==> config.mk <==
export PLATFORM = sky130hd
export DESIGN_NAME = tsr_regs
export DESIGN_NICKNAME = d
export VERILOG_FILES = /design/src/logic/tsr_pkg.sv /design/src/logic/tsr_offset_sat.sv /design/src/logic/tsr_regs.sv
export VERILOG_INCLUDE_DIRS = /design/src /design/src/logic
export SDC_FILE = /design/constraint.sdc
export NUM_CORES = 1
export LEC_CHECK = 0
export BUFFER_PORTS_ARGS = -buffer_cell sky130_fd_sc_hd__buf_2
export CORE_UTILIZATION = 45
export CTS_CLUSTER_DIAMETER = 120
export DETAILED_ROUTE_END_ITERATION = 8
export GPL_TIMING_DRIVEN = 1
export HOLD_SLACK_MARGIN = 0.08
export PLACE_DENSITY = 0.62
export RECOVER_POWER = 25
export SLEW_MARGIN = 5
export SYNTH_ARGS = -nofsm -noshare
export SYNTH_HDL_FRONTEND = slang
export SYNTH_HIERARCHICAL = 1
export SYNTH_SLANG_ARGS = --single-unit
==> constraint.sdc <==
create_clock -name core_clk -period 7 [get_ports core_clk]
set_input_delay 0.7 -clock core_clk [delete_from_list [all_inputs] [get_ports core_clk]]
set_output_delay 0.7 -clock core_clk [all_outputs]
set_load 0.02 [all_outputs]
==> src/logic/tsr_consts.svh <==
// Constants for the sensor offset and identification register bank.
`ifndef TSR_CONSTS_SVH
`define TSR_CONSTS_SVH

// ==========================================================================
// Register offsets
`define TSR_OFF_TEMP 8'h00
`define TSR_OFF_SCRATCH2 8'h06
`define TSR_OFF_OFFSET 8'h07
`define TSR_OFF_SCRATCH3 8'h08
`define TSR_OFF_IDENT 8'h0f

// ==========================================================================
// Field positions and reset values
`define TSR_ID_REV_LSB 12
`define TSR_OFFSET_RST 16'h0000
`define TSR_TEMP_RST 16'h0000
`define TSR_SCRATCH_RST 16'h0000

// ==========================================================================
// Bus addressing
`define TSR_ADDR_BASE 7'h48
`define TSR_GCALL_ADDR 7'h00
`define TSR_GCALL_RESET_CMD 8'h06

// ==========================================================================
// Timing
`define TSR_CLK_MHZ 250
`define TSR_AVG8_TIME_MS 125
`define TSR_AVG8_SAMPLES 8
`define TSR_CONV_CYCLES (`TSR_AVG8_TIME_MS * 1000 * `TSR_CLK_MHZ / `TSR_AVG8_SAMPLES)
`define TSR_GCR_TIME_US 1500
`define TSR_GCR_CYCLES (`TSR_GCR_TIME_US * `TSR_CLK_MHZ)

`endif

==> src/logic/tsr_pkg.sv <==
// Types shared by the sensor register bank.
package tsr_pkg;

    // ==========================================================================
    // Bus pins and identification word
    typedef struct packed {
        logic scl;
        logic sda;
    } tsr_bus_in_type;

    typedef struct packed {
        logic [3:0] revision;
        logic [11:0] part_identifier_field;
    } tsr_ident_type;

    // ==========================================================================
    // Bus target states
    typedef enum logic [6:0] {
        TSR_ST_IDLE = 7'h01,
        TSR_ST_ADDR = 7'h02,
        TSR_ST_AACK = 7'h04,
        TSR_ST_WRITE = 7'h08,
        TSR_ST_WACK = 7'h10,
        TSR_ST_READ = 7'h20,
        TSR_ST_RACK = 7'h40
    } tsr_state_type;

endpackage : tsr_pkg

==> src/logic/tsr_offset_sat.sv <==
// Saturating signed adder for the calibration offset.
`timescale 1ns/1ns
module tsr_offset_sat #(
    parameter int WIDTH = 16
) (
    input wire logic signed [WIDTH-1:0] value_in,
    input wire logic signed [WIDTH-1:0] offset_in,
    output logic signed [WIDTH-1:0] value_out
);

    logic signed [WIDTH:0] sum_w;
    wire overflow = sum_w[WIDTH] != sum_w[WIDTH-1];
    wire signed [WIDTH-1:0] max_w = {1'b0, {(WIDTH-1){1'b1}}};
    wire signed [WIDTH-1:0] min_w = {1'b1, {(WIDTH-1){1'b0}}};

    assign sum_w = {value_in[WIDTH-1], value_in} + {offset_in[WIDTH-1], offset_in};
    assign value_out = overflow ? (sum_w[WIDTH] ? min_w : max_w) : sum_w[WIDTH-1:0];

endmodule : tsr_offset_sat

==> src/logic/tsr_regs.sv <==
// Bus target, offset, scratch and identification registers of the sensor.
`timescale 1ns/1ns
`include "tsr_consts.svh"
module tsr_regs #(
    parameter int CONV_CYCLES = `TSR_CONV_CYCLES,
    parameter int GCR_CYCLES = `TSR_GCR_CYCLES,
    parameter logic [15:0] SCRATCH2_INIT = `TSR_SCRATCH_RST,
    parameter logic [15:0] SCRATCH3_INIT = `TSR_SCRATCH_RST,
    // Identification values are arbitrary.
    parameter logic [3:0] REVISION = 4'h2,
    parameter logic [11:0] PART_ID = 12'h5a3
) (
    input wire logic core_clk,
    input wire logic rst_n,
    input wire tsr_pkg::tsr_bus_in_type bus_in,
    output logic sda_o,
    output logic sda_oe_n,
    input wire logic [1:0] address_select_pin,
    input wire logic nonvolatile_write_unlock,
    input wire logic continuous_conversion_mode,
    input wire logic [1:0] avg_mode,
    input wire logic signed [15:0] limit_high,
    input wire logic signed [15:0] limit_low,
    output logic sample_req,
    input wire logic sample_valid,
    input wire logic signed [15:0] sample_data,
    output logic signed [15:0] temp_result,
    output logic alert_n,
    output logic soft_reset_busy
);

    // ==========================================================================
    // Declarations
    tsr_pkg::tsr_state_type st_r, st_nxt;
    logic scl_q_r, sda_q_r;
    logic [3:0] bit_cnt_r, bit_nxt;
    logic [7:0] shift_r, shift_nxt, rd_shift_r, rd_nxt, ptr_r, msb_r;
    logic [15:0] rd_word_r, rd_word_nxt;
    logic [1:0] byte_idx_r, idx_nxt;
    logic rw_r, rw_nxt, gcall_r, gc_nxt, nack_r, nack_nxt, half_r, half_nxt, wr_stb;
    logic signed [15:0] offset_r, temp_r, sat_w, avg_val;
    logic [15:0] scratch2_r, scratch3_r, nv2_r, nv3_r, read_word;
    logic [31:0] gcr_cnt_r, conv_cnt_r;
    logic signed [21:0] acc_r, acc_nxt, acc_shifted;
    logic [6:0] samp_cnt_r;
    logic sample_req_r, alert_n_r;
    logic signed [16:0] sum_wide;
    tsr_pkg::tsr_ident_type ident_w;

    function automatic logic [2:0] avg_shift(input logic [1:0] mode);
        case (mode)
            2'h0: avg_shift = 3'h0;
            2'h1: avg_shift = 3'h3;
            2'h2: avg_shift = 3'h5;
            default: avg_shift = 3'h6;
        endcase
    endfunction : avg_shift

    // ==========================================================================
    // Bus decoding
    wire scl_rise = bus_in.scl & ~scl_q_r;
    wire scl_fall = ~bus_in.scl & scl_q_r;
    wire bus_start = bus_in.scl & scl_q_r & sda_q_r & ~bus_in.sda;
    wire bus_stop = bus_in.scl & scl_q_r & ~sda_q_r & bus_in.sda;
    wire [6:0] own_addr = `TSR_ADDR_BASE + {5'h00, address_select_pin};
    wire byte_done = bit_cnt_r == 4'h8;
    wire addr_match = shift_r[7:1] == own_addr;
    wire gcall_match = (shift_r[7:1] == `TSR_GCALL_ADDR) & ~shift_r[0];
    wire word_wr = wr_stb & ~gcall_r & (byte_idx_r == 2'h2);
    wire [15:0] wr_word = {msb_r, shift_r};
    wire gcr_cmd = wr_stb & gcall_r & (shift_r == `TSR_GCALL_RESET_CMD);
    wire gcr_busy = gcr_cnt_r != 32'h0;
    wire wr_scr2 = word_wr & (ptr_r == `TSR_OFF_SCRATCH2);
    wire wr_scr3 = word_wr & (ptr_r == `TSR_OFF_SCRATCH3);
    wire wr_off = word_wr & (ptr_r == `TSR_OFF_OFFSET);
    wire [2:0] sh_w = avg_shift(avg_mode);
    wire [6:0] avg_cnt = 7'h1 << sh_w;
    wire res_stb = sample_valid & ~gcr_busy & (samp_cnt_r + 7'h1 == avg_cnt);

    // The identification word ignores writes; it is built from constants only.
    assign ident_w = '{revision: REVISION, part_identifier_field: PART_ID};
    assign read_word = (ptr_r == `TSR_OFF_TEMP) ? temp_r :
                       (ptr_r == `TSR_OFF_SCRATCH2) ? scratch2_r :
                       (ptr_r == `TSR_OFF_OFFSET) ? offset_r :
                       (ptr_r == `TSR_OFF_SCRATCH3) ? scratch3_r :
                       (ptr_r == `TSR_OFF_IDENT) ? ident_w : 16'h0000;

    // Data is only ever pulled low; the pull-up provides the high level.
    assign sda_o = 1'b0;
    assign sda_oe_n = ~((st_r == tsr_pkg::TSR_ST_AACK) | (st_r == tsr_pkg::TSR_ST_WACK) |
                        ((st_r == tsr_pkg::TSR_ST_READ) & ~rd_shift_r[7]));

    // ==========================================================================
    // Bus target state machine
    always_comb begin
        st_nxt = st_r;
        bit_nxt = bit_cnt_r;
        shift_nxt = shift_r;
        rd_nxt = rd_shift_r;
        rd_word_nxt = rd_word_r;
        idx_nxt = byte_idx_r;
        rw_nxt = rw_r;
        gc_nxt = gcall_r;
        nack_nxt = nack_r;
        half_nxt = half_r;
        wr_stb = 1'b0;
        if (bus_start) begin
            st_nxt = tsr_pkg::TSR_ST_ADDR;
            bit_nxt = 4'h0;
            idx_nxt = 2'h0;
        end else if (bus_stop) begin
            st_nxt = tsr_pkg::TSR_ST_IDLE;
        end else begin
            case (st_r)
                tsr_pkg::TSR_ST_ADDR, tsr_pkg::TSR_ST_WRITE: begin
                    if (scl_rise) begin
                        shift_nxt = {shift_r[6:0], bus_in.sda};
                        bit_nxt = bit_cnt_r + 4'h1;
                    end else if (scl_fall && byte_done) begin
                        if (st_r == tsr_pkg::TSR_ST_WRITE) begin
                            st_nxt = tsr_pkg::TSR_ST_WACK;
                            wr_stb = 1'b1;
                            idx_nxt = (byte_idx_r == 2'h2) ? 2'h1 : byte_idx_r + 2'h1;
                        end else if (addr_match || gcall_match) begin
                            st_nxt = tsr_pkg::TSR_ST_AACK;
                            rw_nxt = shift_r[0];
                            gc_nxt = gcall_match;
                        end else begin
                            st_nxt = tsr_pkg::TSR_ST_IDLE;
                        end
                    end
                end
                tsr_pkg::TSR_ST_AACK, tsr_pkg::TSR_ST_WACK: begin
                    if (scl_fall) begin
                        bit_nxt = 4'h0;
                        if (st_r == tsr_pkg::TSR_ST_AACK && rw_r) begin
                            st_nxt = tsr_pkg::TSR_ST_READ;
                            rd_word_nxt = read_word;
                            rd_nxt = read_word[15:8];
                            half_nxt = 1'b1;
                        end else begin
                            st_nxt = tsr_pkg::TSR_ST_WRITE;
                        end
                    end
                end
                tsr_pkg::TSR_ST_READ: begin
                    if (scl_rise) begin
                        bit_nxt = bit_cnt_r + 4'h1;
                    end else if (scl_fall) begin
                        if (byte_done) begin
                            st_nxt = tsr_pkg::TSR_ST_RACK;
                        end else begin
                            rd_nxt = {rd_shift_r[6:0], 1'b0};
                        end
                    end
                end
                tsr_pkg::TSR_ST_RACK: begin
                    if (scl_rise) begin
                        nack_nxt = bus_in.sda;
                    end else if (scl_fall) begin
                        if (nack_r) begin
                            st_nxt = tsr_pkg::TSR_ST_IDLE;
                        end else begin
                            st_nxt = tsr_pkg::TSR_ST_READ;
                            bit_nxt = 4'h0;
                            rd_nxt = half_r ? rd_word_r[7:0] : rd_word_r[15:8];
                            half_nxt = ~half_r;
                        end
                    end
                end
                default: begin
                    st_nxt = tsr_pkg::TSR_ST_IDLE;
                end
            endcase
        end
    end

    always_ff @(posedge core_clk) begin
        if (!rst_n) begin
            st_r <= tsr_pkg::TSR_ST_IDLE;
            {scl_q_r, sda_q_r} <= 2'h3;
            {bit_cnt_r, shift_r, rd_shift_r, rd_word_r, byte_idx_r} <= 38'h0;
            {rw_r, gcall_r, nack_r, half_r} <= 4'h0;
        end else begin
            st_r <= st_nxt;
            {scl_q_r, sda_q_r} <= {bus_in.scl, bus_in.sda};
            {bit_cnt_r, shift_r, rd_shift_r, rd_word_r, byte_idx_r} <=
                {bit_nxt, shift_nxt, rd_nxt, rd_word_nxt, idx_nxt};
            {rw_r, gcall_r, nack_r, half_r} <= {rw_nxt, gc_nxt, nack_nxt, half_nxt};
        end
    end

    // ==========================================================================
    // Registers
    always_ff @(posedge core_clk) begin
        if (!rst_n) begin
            {ptr_r, msb_r} <= 16'h0;
        end else if (wr_stb && !gcall_r) begin
            if (byte_idx_r == 2'h0) ptr_r <= shift_r;
            if (byte_idx_r == 2'h1) msb_r <= shift_r;
        end
    end

    always_ff @(posedge core_clk) begin
        if (!rst_n) begin
            nv2_r <= SCRATCH2_INIT;
            nv3_r <= SCRATCH3_INIT;
        end else begin
            if (wr_scr2 && nonvolatile_write_unlock) nv2_r <= wr_word;
            if (wr_scr3 && nonvolatile_write_unlock) nv3_r <= wr_word;
        end
    end

    always_ff @(posedge core_clk) begin
        if (!rst_n) begin
            scratch2_r <= SCRATCH2_INIT;
            scratch3_r <= SCRATCH3_INIT;
            offset_r <= `TSR_OFFSET_RST;
        end else if (gcr_cmd) begin
            scratch2_r <= nv2_r;
            scratch3_r <= nv3_r;
            offset_r <= `TSR_OFFSET_RST;
        end else begin
            if (wr_scr2) scratch2_r <= wr_word;
            if (wr_scr3) scratch3_r <= wr_word;
            if (wr_off) offset_r <= wr_word;
        end
    end

    // ==========================================================================
    // General-call reset and sampling
    always_ff @(posedge core_clk) begin
        if (!rst_n) begin
            gcr_cnt_r <= 32'h0;
        end else if (gcr_cmd) begin
            gcr_cnt_r <= 32'(GCR_CYCLES);
        end else if (gcr_busy) begin
            gcr_cnt_r <= gcr_cnt_r - 32'h1;
        end
    end

    // The sample timer is held at zero during reset so all targets restart together.
    always_ff @(posedge core_clk) begin
        if (!rst_n || gcr_busy || !continuous_conversion_mode) begin
            conv_cnt_r <= 32'h0;
            sample_req_r <= 1'b0;
        end else if (conv_cnt_r == 32'h0) begin
            conv_cnt_r <= 32'(CONV_CYCLES - 1);
            sample_req_r <= 1'b1;
        end else begin
            conv_cnt_r <= conv_cnt_r - 32'h1;
            sample_req_r <= 1'b0;
        end
    end

    assign acc_nxt = acc_r + {{6{sample_data[15]}}, sample_data};
    assign acc_shifted = acc_nxt >>> sh_w;
    assign avg_val = acc_shifted[15:0];
    assign sum_wide = {avg_val[15], avg_val} + {offset_r[15], offset_r};

    tsr_offset_sat #(
        .WIDTH(16)
    ) u_sat (
        .value_in(avg_val),
        .offset_in(offset_r),
        .value_out(sat_w)
    );

    always_ff @(posedge core_clk) begin
        if (!rst_n || gcr_busy) begin
            acc_r <= 22'h0;
            samp_cnt_r <= 7'h0;
        end else if (res_stb) begin
            acc_r <= 22'h0;
            samp_cnt_r <= 7'h0;
        end else if (sample_valid) begin
            acc_r <= acc_nxt;
            samp_cnt_r <= samp_cnt_r + 7'h1;
        end
    end

    always_ff @(posedge core_clk) begin
        if (!rst_n) begin
            temp_r <= `TSR_TEMP_RST;
            alert_n_r <= 1'b1;
        end else begin
            if (res_stb) temp_r <= sat_w;
            alert_n_r <= ~((temp_r > limit_high) | (temp_r < limit_low));
        end
    end

    assign sample_req = sample_req_r;
    assign temp_result = temp_r;
    assign alert_n = alert_n_r;
    assign soft_reset_busy = gcr_busy;
endmodule : tsr_regs

Yosys cells after proc, flatten, opt, wreduce, memory -nomap -nowiden
Cells that the tools add are included.

storage, ports and cells
  bits in registers = 258
  bits of input ports = 59
  output and inout bits = 21
  logic and storage cells = 220

cells by class
  add/sub/neg operators = 8
  order comparisons = 2
  eq/ne operators = 39
  shift-type cells = 2
  muxes and demuxes = 60
  bitwise logic cells = 37
  reduce and logical (&&, ||, !) cells = 43

operators by type and width
  kind                                                 number
  2-to-1 mux 16 bit                                    10
  2-to-1 mux 8 bit                                     9
  subtractor 32 x 1 -> 32 bit, second input constant   2
  2-to-1 mux 7 bit                                     8
  2-to-1 mux 19 bit                                    2
  zero test 32 bit                                     1
  inequality test 4 bit, second input constant         8
  nonzero test 32 bit                                  1
  case mux 7 bit (4 select lines)                      1
  equality test 8 x 3 -> 1 bit, second input constant  3
  case mux 8 bit (3 select lines)                      1
  AND reduction 8 bit                                  3
  adder 22 bit                                         1
  2-to-1 mux 22 bit                                    1
  inequality test 2 bit, second input constant         11
  >>> shifter 22 x 3 -> 16 bit                         1
  2-to-1 mux 4 bit                                     5
  AND 1 bit                                            18
  adder 16 x 16 -> 17 bit                              1
  equality test 8 x 4 -> 1 bit, second input constant  2
  greater-than comparator 16 bit                       1
  < comparator 16 bit                                  1
  inverter 1 bit                                       16
  equality test 7 bit                                  2
  41 further kinds                                     82

Logic depth before layout (Yosys ltp)
Gate-level depths: netlist of run 1.

  word-level depth = 13
  depth in mapped cells = 23
  gate-level depth less buffers = 22

Modules after synthesis
Netlist of run 1, hierarchy kept.

by module, submodules not included
  module          instances  cells each  area each (µm²)  sequential area each (µm²)
  tsr_regs        1          1704        13925.9          5165.0
  tsr_offset_sat  1          122         925.9            0.0

Least setup slack after synthesis of run 1
Ideal clock, no wire load.

  kind = input -> register
  start point = input sample_data[8]
  end point = register temp_r[11] (netlist: temp_result[11])
  setup time = 0.065 ns
  arrival time = 5.167 ns
  required time = 6.935 ns
  setup slack = 1.768 ns
  stages on the path = 21
  path buffers = 2
  cells stage by stage = ha_1 a21oi_1 o21ai_0 or3_1 buf_2 or2_2 o311ai_0 mux2i_1 mux2_2 o211a_1 ha_1 nand2_1 o21ai_1 mux2i_1 o311ai_0 nor3b_4 nor2_4 buf_12 o21ai_2 mux2i_1 nor2_1

between the ends
  cells in the longest elaborated chain, start to end = 5
  elaborated cells between the ends (all ways) = 6
  those cells by class = add/sub: 2; eq/ne: 1; shift: 1; mux: 2

RTL lines
  what                                                               line                                        RTL
  from (decl)                                                        tsr_regs.sv:26                              input wire logic signed [15:0] sample_data,
  adder 22 bit (*)                                                   tsr_regs.sv:256                             assign acc_nxt = acc_r + {{6{sample_data[15]}}, sample_data};
  >>> shifter 22 x 3 -> 16 bit (*)                                   tsr_regs.sv:257                             assign acc_shifted = acc_nxt >>> sh_w;
  via acc_shifted[14]                                                tsr_regs.sv:44                              logic signed [21:0] acc_r, acc_nxt, acc_shifted;
  adder 16 x 16 -> 17 bit (*)                                        tsr_offset_sat.sv:16                        assign sum_w = {value_in[WIDTH-1], value_in} + {offset_in[WIDTH-1], offset_in};
  2-to-1 mux 16 bit / inequality test 1 bit (equally long branches)  tsr_offset_sat.sv:17, tsr_offset_sat.sv:12
  2-to-1 mux 16 bit (*)                                              tsr_offset_sat.sv:17                        assign value_out = overflow ? (sum_w[WIDTH] ? min_w : max_w) : sum_w[WIDTH-1:0];
  via sat_w[11]                                                      tsr_regs.sv:41                              logic signed [15:0] offset_r, temp_r, sat_w, avg_val;
  to (signal assigned)                                               tsr_regs.sv:284                             temp_r <= `TSR_TEMP_RST;
  to (signal assigned)                                               tsr_regs.sv:287                             if (res_stb) temp_r <= sat_w;
  to (decl)                                                          tsr_regs.sv:41

Mark *: on every way through the listed nets, which the timed path passes. The rest lies on a longest branch.
A chain may end at the register's enable or synchronous reset.

Worst setup path in the final report of run 1
  start point = register acc_r[6]
  end point = register temp_r[14] (netlist: temp_result[14])

between the ends
  cells in the longest elaborated chain, start to end = 5
  elaborated cells between the ends (all ways) = 6
  those cells by class = add/sub: 2; eq/ne: 1; shift: 1; mux: 2

RTL lines
  what                                                               line                                        RTL
  from (decl)                                                        tsr_regs.sv:44
  from (signal assigned)                                             tsr_regs.sv:277                             acc_r <= acc_nxt;
  adder 22 bit (*)                                                   tsr_regs.sv:256
  >>> shifter 22 x 3 -> 16 bit (*)                                   tsr_regs.sv:257
  via acc_shifted[14]                                                tsr_regs.sv:44
  adder 16 x 16 -> 17 bit (*)                                        tsr_offset_sat.sv:16
  2-to-1 mux 16 bit / inequality test 1 bit (equally long branches)  tsr_offset_sat.sv:17, tsr_offset_sat.sv:12
  2-to-1 mux 16 bit (*)                                              tsr_offset_sat.sv:17
  via sat_w[14]                                                      tsr_regs.sv:41

Marked as above.

==> results of run 1 <==
==> worst min-delay path by stage <==
stage | slack (ps) | cells past startpoint | end
after floorplan | 420 | 1 | conv_cnt_r[0]
after global placement | 440 | 2 | nv3_r[11]
after detailed placement | 450 | 2 | nv3_r[7]
after CTS | 380 | 2 | scl_q_r
after global routing | 400 | 2 | scl_q_r
final | 390 | 2 | scl_q_r
==> registers in the layout, summed over array words and instances (netlist names), 7 cells and up <==
| signal | flops |
|---|---|
| msb_r | 8 |
| rd_word_r | 16 |
| conv_cnt_r | 32 |
| st_r | 7 |
| nv3_r | 16 |
| ptr_r | 8 |
| scratch3_r | 16 |
| offset_r | 16 |
| rd_shift_r | 8 |
| samp_cnt_r | 7 |
| acc_r | 22 |
| temp_result | 16 |
| gcr_cnt_r | 32 |
| scratch2_r | 16 |
| shift_r | 8 |
| nv2_r | 16 |
==> layer usage <==
layer  vias to the layer above  GRT usage (%)  routed length, µm
met3                        45           2.61               1690
met1                      6095           31.9              19000
li1                       6468              -                  -
met4                         0           5.10                782
met2                       274           35.5              16600
met5                         -              0                  0
==> per-stage QoR <==
| stage | std cells | hold slack [ps] | util, % | instance area (µm²) | setup slack, ps |
|---|---|---|---|---|---|
| floorplan | 1826 | 420 | - | 14900 | 1770 |
| global placement | 2251 | 438 | 47.4 | 15400 | 1050 |
| detailed placement | 2251 | 446 | 47.4 | 15400 | 885 |
| CTS | 2305 | 378 | 50.4 | 16400 | 1370 |
| global route | 2305 | 399 | 50.2 | 16300 | 809 |
| finish | 2306 | 388 | 50.2 | 16300 | 1280 |
==> cells in the final DEF (no fill, tap or decap), types with 6 or more instances in the layout <==
master                        n
sky130_fd_sc_hd__o21ai_2      9
sky130_fd_sc_hd__buf_2       58
sky130_fd_sc_hd__or4_1       13
sky130_fd_sc_hd__dfxtp_1    258
sky130_fd_sc_hd__nand3_1     35
sky130_fd_sc_hd__clkinv_2     6
sky130_fd_sc_hd__or2_2        7
sky130_fd_sc_hd__mux2i_1    113
sky130_fd_sc_hd__buf_4        7
sky130_fd_sc_hd__a311oi_1    11
sky130_fd_sc_hd__o21ai_0     60
sky130_fd_sc_hd__nor4_1      19
sky130_fd_sc_hd__a221oi_1     9
sky130_fd_sc_hd__and3_1       9
sky130_fd_sc_hd__a211oi_1    31
sky130_fd_sc_hd__nand2_1    217
sky130_fd_sc_hd__a21o_1      17
sky130_fd_sc_hd__and2_1       6
sky130_fd_sc_hd__a21boi_0     6
sky130_fd_sc_hd__nand4_1     12
sky130_fd_sc_hd__xnor2_1     61
sky130_fd_sc_hd__a21oi_1    155
sky130_fd_sc_hd__nand2b_1    20
sky130_fd_sc_hd__o221ai_1    10
sky130_fd_sc_hd__nor3_1      30
sky130_fd_sc_hd__ha_1        77
sky130_fd_sc_hd__clkbuf_1    28
sky130_fd_sc_hd__o31ai_1      8
sky130_fd_sc_hd__xor2_1      38
sky130_fd_sc_hd__inv_1       62
sky130_fd_sc_hd__a22oi_1     13
sky130_fd_sc_hd__nor2b_1     12
sky130_fd_sc_hd__a31oi_1      8
sky130_fd_sc_hd__o211ai_1    14
sky130_fd_sc_hd__o211a_1      7
sky130_fd_sc_hd__or3_1       19
sky130_fd_sc_hd__nor2_1     265
sky130_fd_sc_hd__clkbuf_16   30
==> layout make-up <==
class	instances	area (µm²)
multi-input cells	1400	8960
clock inverters	14	171
fillers	3212	16200
diodes	1	2.50
flip-flops and latches	258	5160
repair buffers	86	422
inverters	65	245
well taps	442	553
clock buffers	40	818
==> power by group <==
part	total, mW	internal [mW]	switching [mW]
combinational	1.50	0.632	0.870
sequential	1.65	1.57	0.0840
clock	1.57	0.932	0.640
==> logic make-up after synthesis <==
kind of cell / after synthesis
fa+ha+maj: 81
other cells: 1
xor+xnor: 99
mux: 120
buf+inv: 168
compound gates: 407
flops: 258
simple gates: 692
==> metrics, run 1 <==
crit path buf inv count 0; type of element launching the critical path register; length of the first detailed-routing pass in iterations 6; cell taking the most area after synthesis sky130_fd_sc_hd__dfxtp_1; overall track demand over capacity in global routing 22.3%; later-pin clock latency in the skew report 560 ps; Post-synth EDFFs 0; endpoint of the most critical register-to-register path temp_result[14]; post-layout minimum cycle time 5720 ps; highest ir drop seen on vdd 361 µV; vertical die dimension 184 µm; largest incremental delay on the critical path 820 ps; setup bufs post-CTS 0; top-area cell type share of the netlist area 34.8%; main combinational cell family by area after synthesis simple AND/OR/NAND/NOR gates; CP Data Arrival Time 6170 ps; Power, Total 4.73 mW; mean instance size in the synthesized netlist 8.13 µm²; routed wire length 38100 µm; placeable core region 32500 µm²; clock root cell sky130_fd_sc_hd__clkbuf_16; Setup crit start acc_r[6]; post_cts resized 0; Initial Util 45.6%; fraction of synthesized cell area in xor and xnor cells 5.84%; Post-synth top flop sky130_fd_sc_hd__dfxtp_1; max-capacitance violation count 2; largest buffer count on any clock path 3; endpoint of the worst setup timing path temp_result[14]; mux cell area share after synthesis 8.30%; # clock sinks 258; Post-synth ARST share 0%; detailed-route vias per instance 5.59; GRT overflow 0; gate count after technology mapping 1826; gate family responsible for the most delay along the worst path compound AO/OA/AOI/OAI gates; flip-flop and latch count after synthesis 258; post-synthesis compound-gate area fraction 18.0%; register-to-register setup slack 1280 ps; cell types with the highest counts after synthesis 264 x sky130_fd_sc_hd__nor2_1, 258 x sky130_fd_sc_hd__dfxtp_1, 217 x sky130_fd_sc_hd__nand2_1; horizontal die dimension 184 µm; Post-DRT Antenna Nets 0; startpoint-to-endpoint class of the critical path register to register; RSZ-0062 raised after global routing false; share of layout cells above drive strength 1 8.48%; number of antenna violations at the first check in global routing 0; Synthesized Nets 1964; FP Rows 66; CTS tree done; clk_skew 9.26 ps; Port Buffer Count 78; count leader, synth sky130_fd_sc_hd__nor2_1; post-synthesis sequential area ratio 34.8%; headroom to the max-slew limit -148%; class of the worst hold path primary input to register; mapped cell area 14900 µm²; violated checks capacitance limit, slew limit; highest net fanout along the worst path 12; Register-to-Register Path Depth 19; outcome finished, violations left; I/O pin cnt 80; vias in the first global route 11714; Die ar. 33700 µm²; Final setup violation count 0; routability congestion estimate from global placement 0.886; via count 12882; final number of max-transition violations 138; Post-CTS Hold Fix Bufs 0; area delta synth->final 9.99%; post-CTS clock slew at the launch and capture registers of the worst setup and hold paths 60 ps; post-route setup TNS 0 ps; origin of the critical flop-to-flop path acc_r[6]; pin count of the biggest net entering global routing 85; total number of cells along the worst setup path 19; critical path data required time 7450 ps; master of the slowest instance on the critical path sky130_fd_sc_hd__o311ai_0; simple-gate area share of the yosys netlist 21.5%; total half-perimeter wirelength after legalization and detailed placement 27000 µm; power per cell area 289 nW/µm²; Static Leak 6.95 nW; routed length per instance 16.5 µm; Top cell by count, worst path sky130_fd_sc_hd__mux2i_1; category of the worst setup path capture point register; adder-cell share of the synthesized area 6.89%; warnings from Yosys 6; Final nets 1979; critical path cell sequence ha_1 > a21oi_1 > o21ai_0 > or3_1 > or2_2 > o311ai_0 > mux2i_1 > mux2_2 > o211a_1 > ha_1 > nand2_1 > o21ai_1 > mux2i_1 > o311ai_0 > nor3b_4 > nand2_2 > a21oi_1 > mux2i_1 > nor2_1; Least-Margin Pin Slew 3720 ps; maximum operating frequency 175 MHz; global-route wire length before repair 61300 µm; 1st-iter DRT viols 1046; CTS buffer count 30; worst hold path startpoint bus_in[1]; depth of the CTS H-tree 1; cell types with the largest area share after synthesis sky130_fd_sc_hd__dfxtp_1 35%, sky130_fd_sc_hd__mux2i_1 7.6%, sky130_fd_sc_hd__nor2_1 6.7%, sky130_fd_sc_hd__ha_1 6.5%, sky130_fd_sc_hd__nand2_1 5.5%; distinct cell type count of the synthesized netlist 90; count of unresolved DRC violations after routing 0; final period utilization 81.7%; Final Hold Violating Endpoints 0
Power figures use the tool's default switching activity.
==> run 2, diff against run 1 <==
==> constraint.sdc (replaced) <==
create_clock -name core_clk -period 5.4 [get_ports core_clk]
set_input_delay 0.54 -clock core_clk [delete_from_list [all_inputs] [get_ports core_clk]]
set_output_delay 0.54 -clock core_clk [all_outputs]
set_load 0.02 [all_outputs]
==> run 2 against run 1 <==
Against the previous run: the run still ends with capacitance limit, slew limit left; largest cell class unchanged; critical path depth rose by 1; final area is 1.1% higher; sequential share of layout area is 0.36 points lower; largest power group unchanged; cell count increased by 0.87%; non-clock buffer count up 19; critical endpoint is now temp_result[11]; utilization rose by 0.58 points; highest routed layer unchanged.
==> metrics, run 2 (synthesized netlist as in run 1, its figures left out) <==
post-layout minimum cycle time 5130 ps (-587 ps); later-pin clock latency in the skew report 570 ps (about the same); Static Leak 7.06 nW (+1.6%); internal portion of total power 4.04 mW (+29%); Die ar. 33700 µm² (unchanged); number of antenna violations at the first check in global routing 0 (unchanged); violated checks capacitance limit, slew limit; Psw 2.12 mW (+33%); # clock sinks 258 (unchanged); largest buffer count on any clock path 3 (unchanged); vias in the first global route 11772 (+0.50%); critical path data required time 5890 ps (-1560 ps); max-capacitance violation count 2 (unchanged); routability congestion estimate from global placement 0.891 (+0.56%); post-route setup TNS 0 ps (unchanged); Sequential Power Share 34.8% (about the same); total half-perimeter wirelength after legalization and detailed placement 27200 µm (+0.43%); final number of max-transition violations 83 (-40%); crit path buf inv count 2 (+2); via count 12910 (+0.22%); master of the slowest instance on the critical path sky130_fd_sc_hd__or4_1; vertical die dimension 184 µm (unchanged); largest incremental delay on the critical path 640 ps (-180 ps); Power, Total 6.15 mW (+30%); I/O pin cnt 80 (unchanged); length of the first detailed-routing pass in iterations 5 (-1); global-route wire length before repair 61200 µm (-0.16%); proportion of power drawn by combinational gates 32.9% (+1.1 points); category of the worst setup path capture point register; registers with the most flip-flops conv_cnt_r: 32 flops, gcr_cnt_r: 32 flops, acc_r: 22 flops; highest ir drop seen on vdd 420 µV (+16%); depth of the CTS H-tree 1 (unchanged); CTS tree done; routed wire length 38000 µm (-0.21%); Port Buffer Count 78 (unchanged); most common cell after layout, fill and taps aside sky130_fd_sc_hd__nor2_1; Initial Util 45.6% (unchanged); pin count of the biggest net entering global routing 87 (+2.4%); type of element launching the critical path register; power per cell area 372 nW/µm² (+29%); startpoint-to-endpoint class of the critical path register to register; Final Hold Violating Endpoints 0 (unchanged); GRT overflow 0 (unchanged); share of total power in the clock network 32.2% (-1.1 points); outcome finished, violations left; headroom to the max-slew limit -47.9% (+100 points); count of filler cells inserted in the layout 3166 (-1.4%); Post-CTS Hold Fix Bufs 0 (unchanged); detailed-route vias per instance 5.55 (-0.64%); area used by multi-input combinational logic 9010 µm² (+0.60%); critical path cell sequence ha_1 > a21o_1 > a21oi_1 > a21oi_1 > buf_4 > o211a_1 > or4_1 > mux4_2 > mux2i_1 > ha_1 > a21oi_1 > o21ai_1 > mux2i_1 > o311ai_1 > nor3b_4 > nor2_4 > buf_12 > o21ai_2 > mux2i_1 > nor2_1; FP Rows 66 (unchanged); Diodes inserted 0 (-1); Post-DRT Antenna Nets 0 (unchanged); final period utilization 95.0% (+13 points); CTS buffer count 30 (unchanged); gate family responsible for the most delay along the worst path compound AO/OA/AOI/OAI gates; horizontal die dimension 184 µm (unchanged); count of unresolved DRC violations after routing 0 (unchanged); Final nets 1998 (+0.96%); post-CTS clock slew at the launch and capture registers of the worst setup and hold paths 60 ps (about the same); routed length per instance 16.4 µm (-1.1%); share of layout cells above drive strength 1 9.71% (+1.2 points); clock root cell sky130_fd_sc_hd__clkbuf_16; clk_skew 11.8 ps (+2.50 ps); placeable core region 32500 µm² (unchanged); proportion of total power due to net switching 34.4% (+0.65 points); area of all sequential standard cells 5160 µm² (unchanged); 1st-iter DRT viols 855 (-18%); highest net fanout along the worst path 10 (-2); Final setup violation count 0 (unchanged); commonest non-fill, non-tap cells in the layout 265 x sky130_fd_sc_hd__nor2_1, 258 x sky130_fd_sc_hd__dfxtp_1, 217 x sky130_fd_sc_hd__nand2_1, 154 x sky130_fd_sc_hd__a21oi_1, 113 x sky130_fd_sc_hd__mux2i_1; maximum operating frequency 195 MHz (+11%); overall track demand over capacity in global routing 22.2% (-0.10 points); area delta synth->final 11.3%; Least-Margin Pin Slew 2220 ps (-1500 ps); class of the worst hold path primary input to register; CP Data Arrival Time 5620 ps (-550 ps)
[run 2: cell type report]
cell class	count	area share, %
Clock buffer	43	5.20
Sequential cell	258	31.3
Timing Repair Buffer	105	3.47
Tap cell	442	3.35
Multi-Input combinational cell	1400	54.5
Clock inverter	13	0.689
Inverter	65	1.49
[run 2: path summary, 6_finish.rpt]
check / start / to / slack [ps] / cells past startpoint
worst max-delay path: acc_r[3] / temp_result[11] / 270 / 20
worst min-delay path: bus_in[1] / scl_q_r / 210 / 2
worst max register to register: acc_r[3] / temp_result[11] / 270 / 20
worst min register to register: nv3_r[11] / nv3_r[11] / 450 / 2
[run 2: what timing repair did]
| item | CTS | global route |
|---|---|---|
| setup endpoints to repair | 0 | 9 |
| setup buffers | 0 | 0 |
| resized for setup | 0 | 5 |
[run 2: per-layer routing]
metal / track usage, % / wire length (µm) / vias up
met3: 3.11 / 1850 / 53
met2: 34.9 / 16500 / 304
met1: 31.6 / 18800 / 6030
met4: 5.60 / 827 / 0
li1: - / - / 6523
met5: 0 / 0 / -
[run 2: metrics by stage]
stage	utilization, %	setup WS (ps)	cell area (µm²)	std cells	hold slack [ps]
6_report	50.8	269	16500	2326	215
5_1_grt	50.8	-90.8	16500	2326	229
4_1_cts	50.8	302	16500	2326	196
3_5_place_dp	47.8	0.798	15600	2270	445
3_3_place_gp	47.8	148	15600	2270	439
2_1_floorplan	-	328	14900	1826	420
[run 2: power by group through the flow]
stage	clock network [mW]	registers, mW	logic (mW)
final	1.98	2.14	2.03
after global routing	2.10	2.16	2.27
after detailed placement	0	2.18	2.01
after floorplan	0	2.16	1.64
after CTS	2.02	2.14	2.02
after global placement	0	2.18	1.98
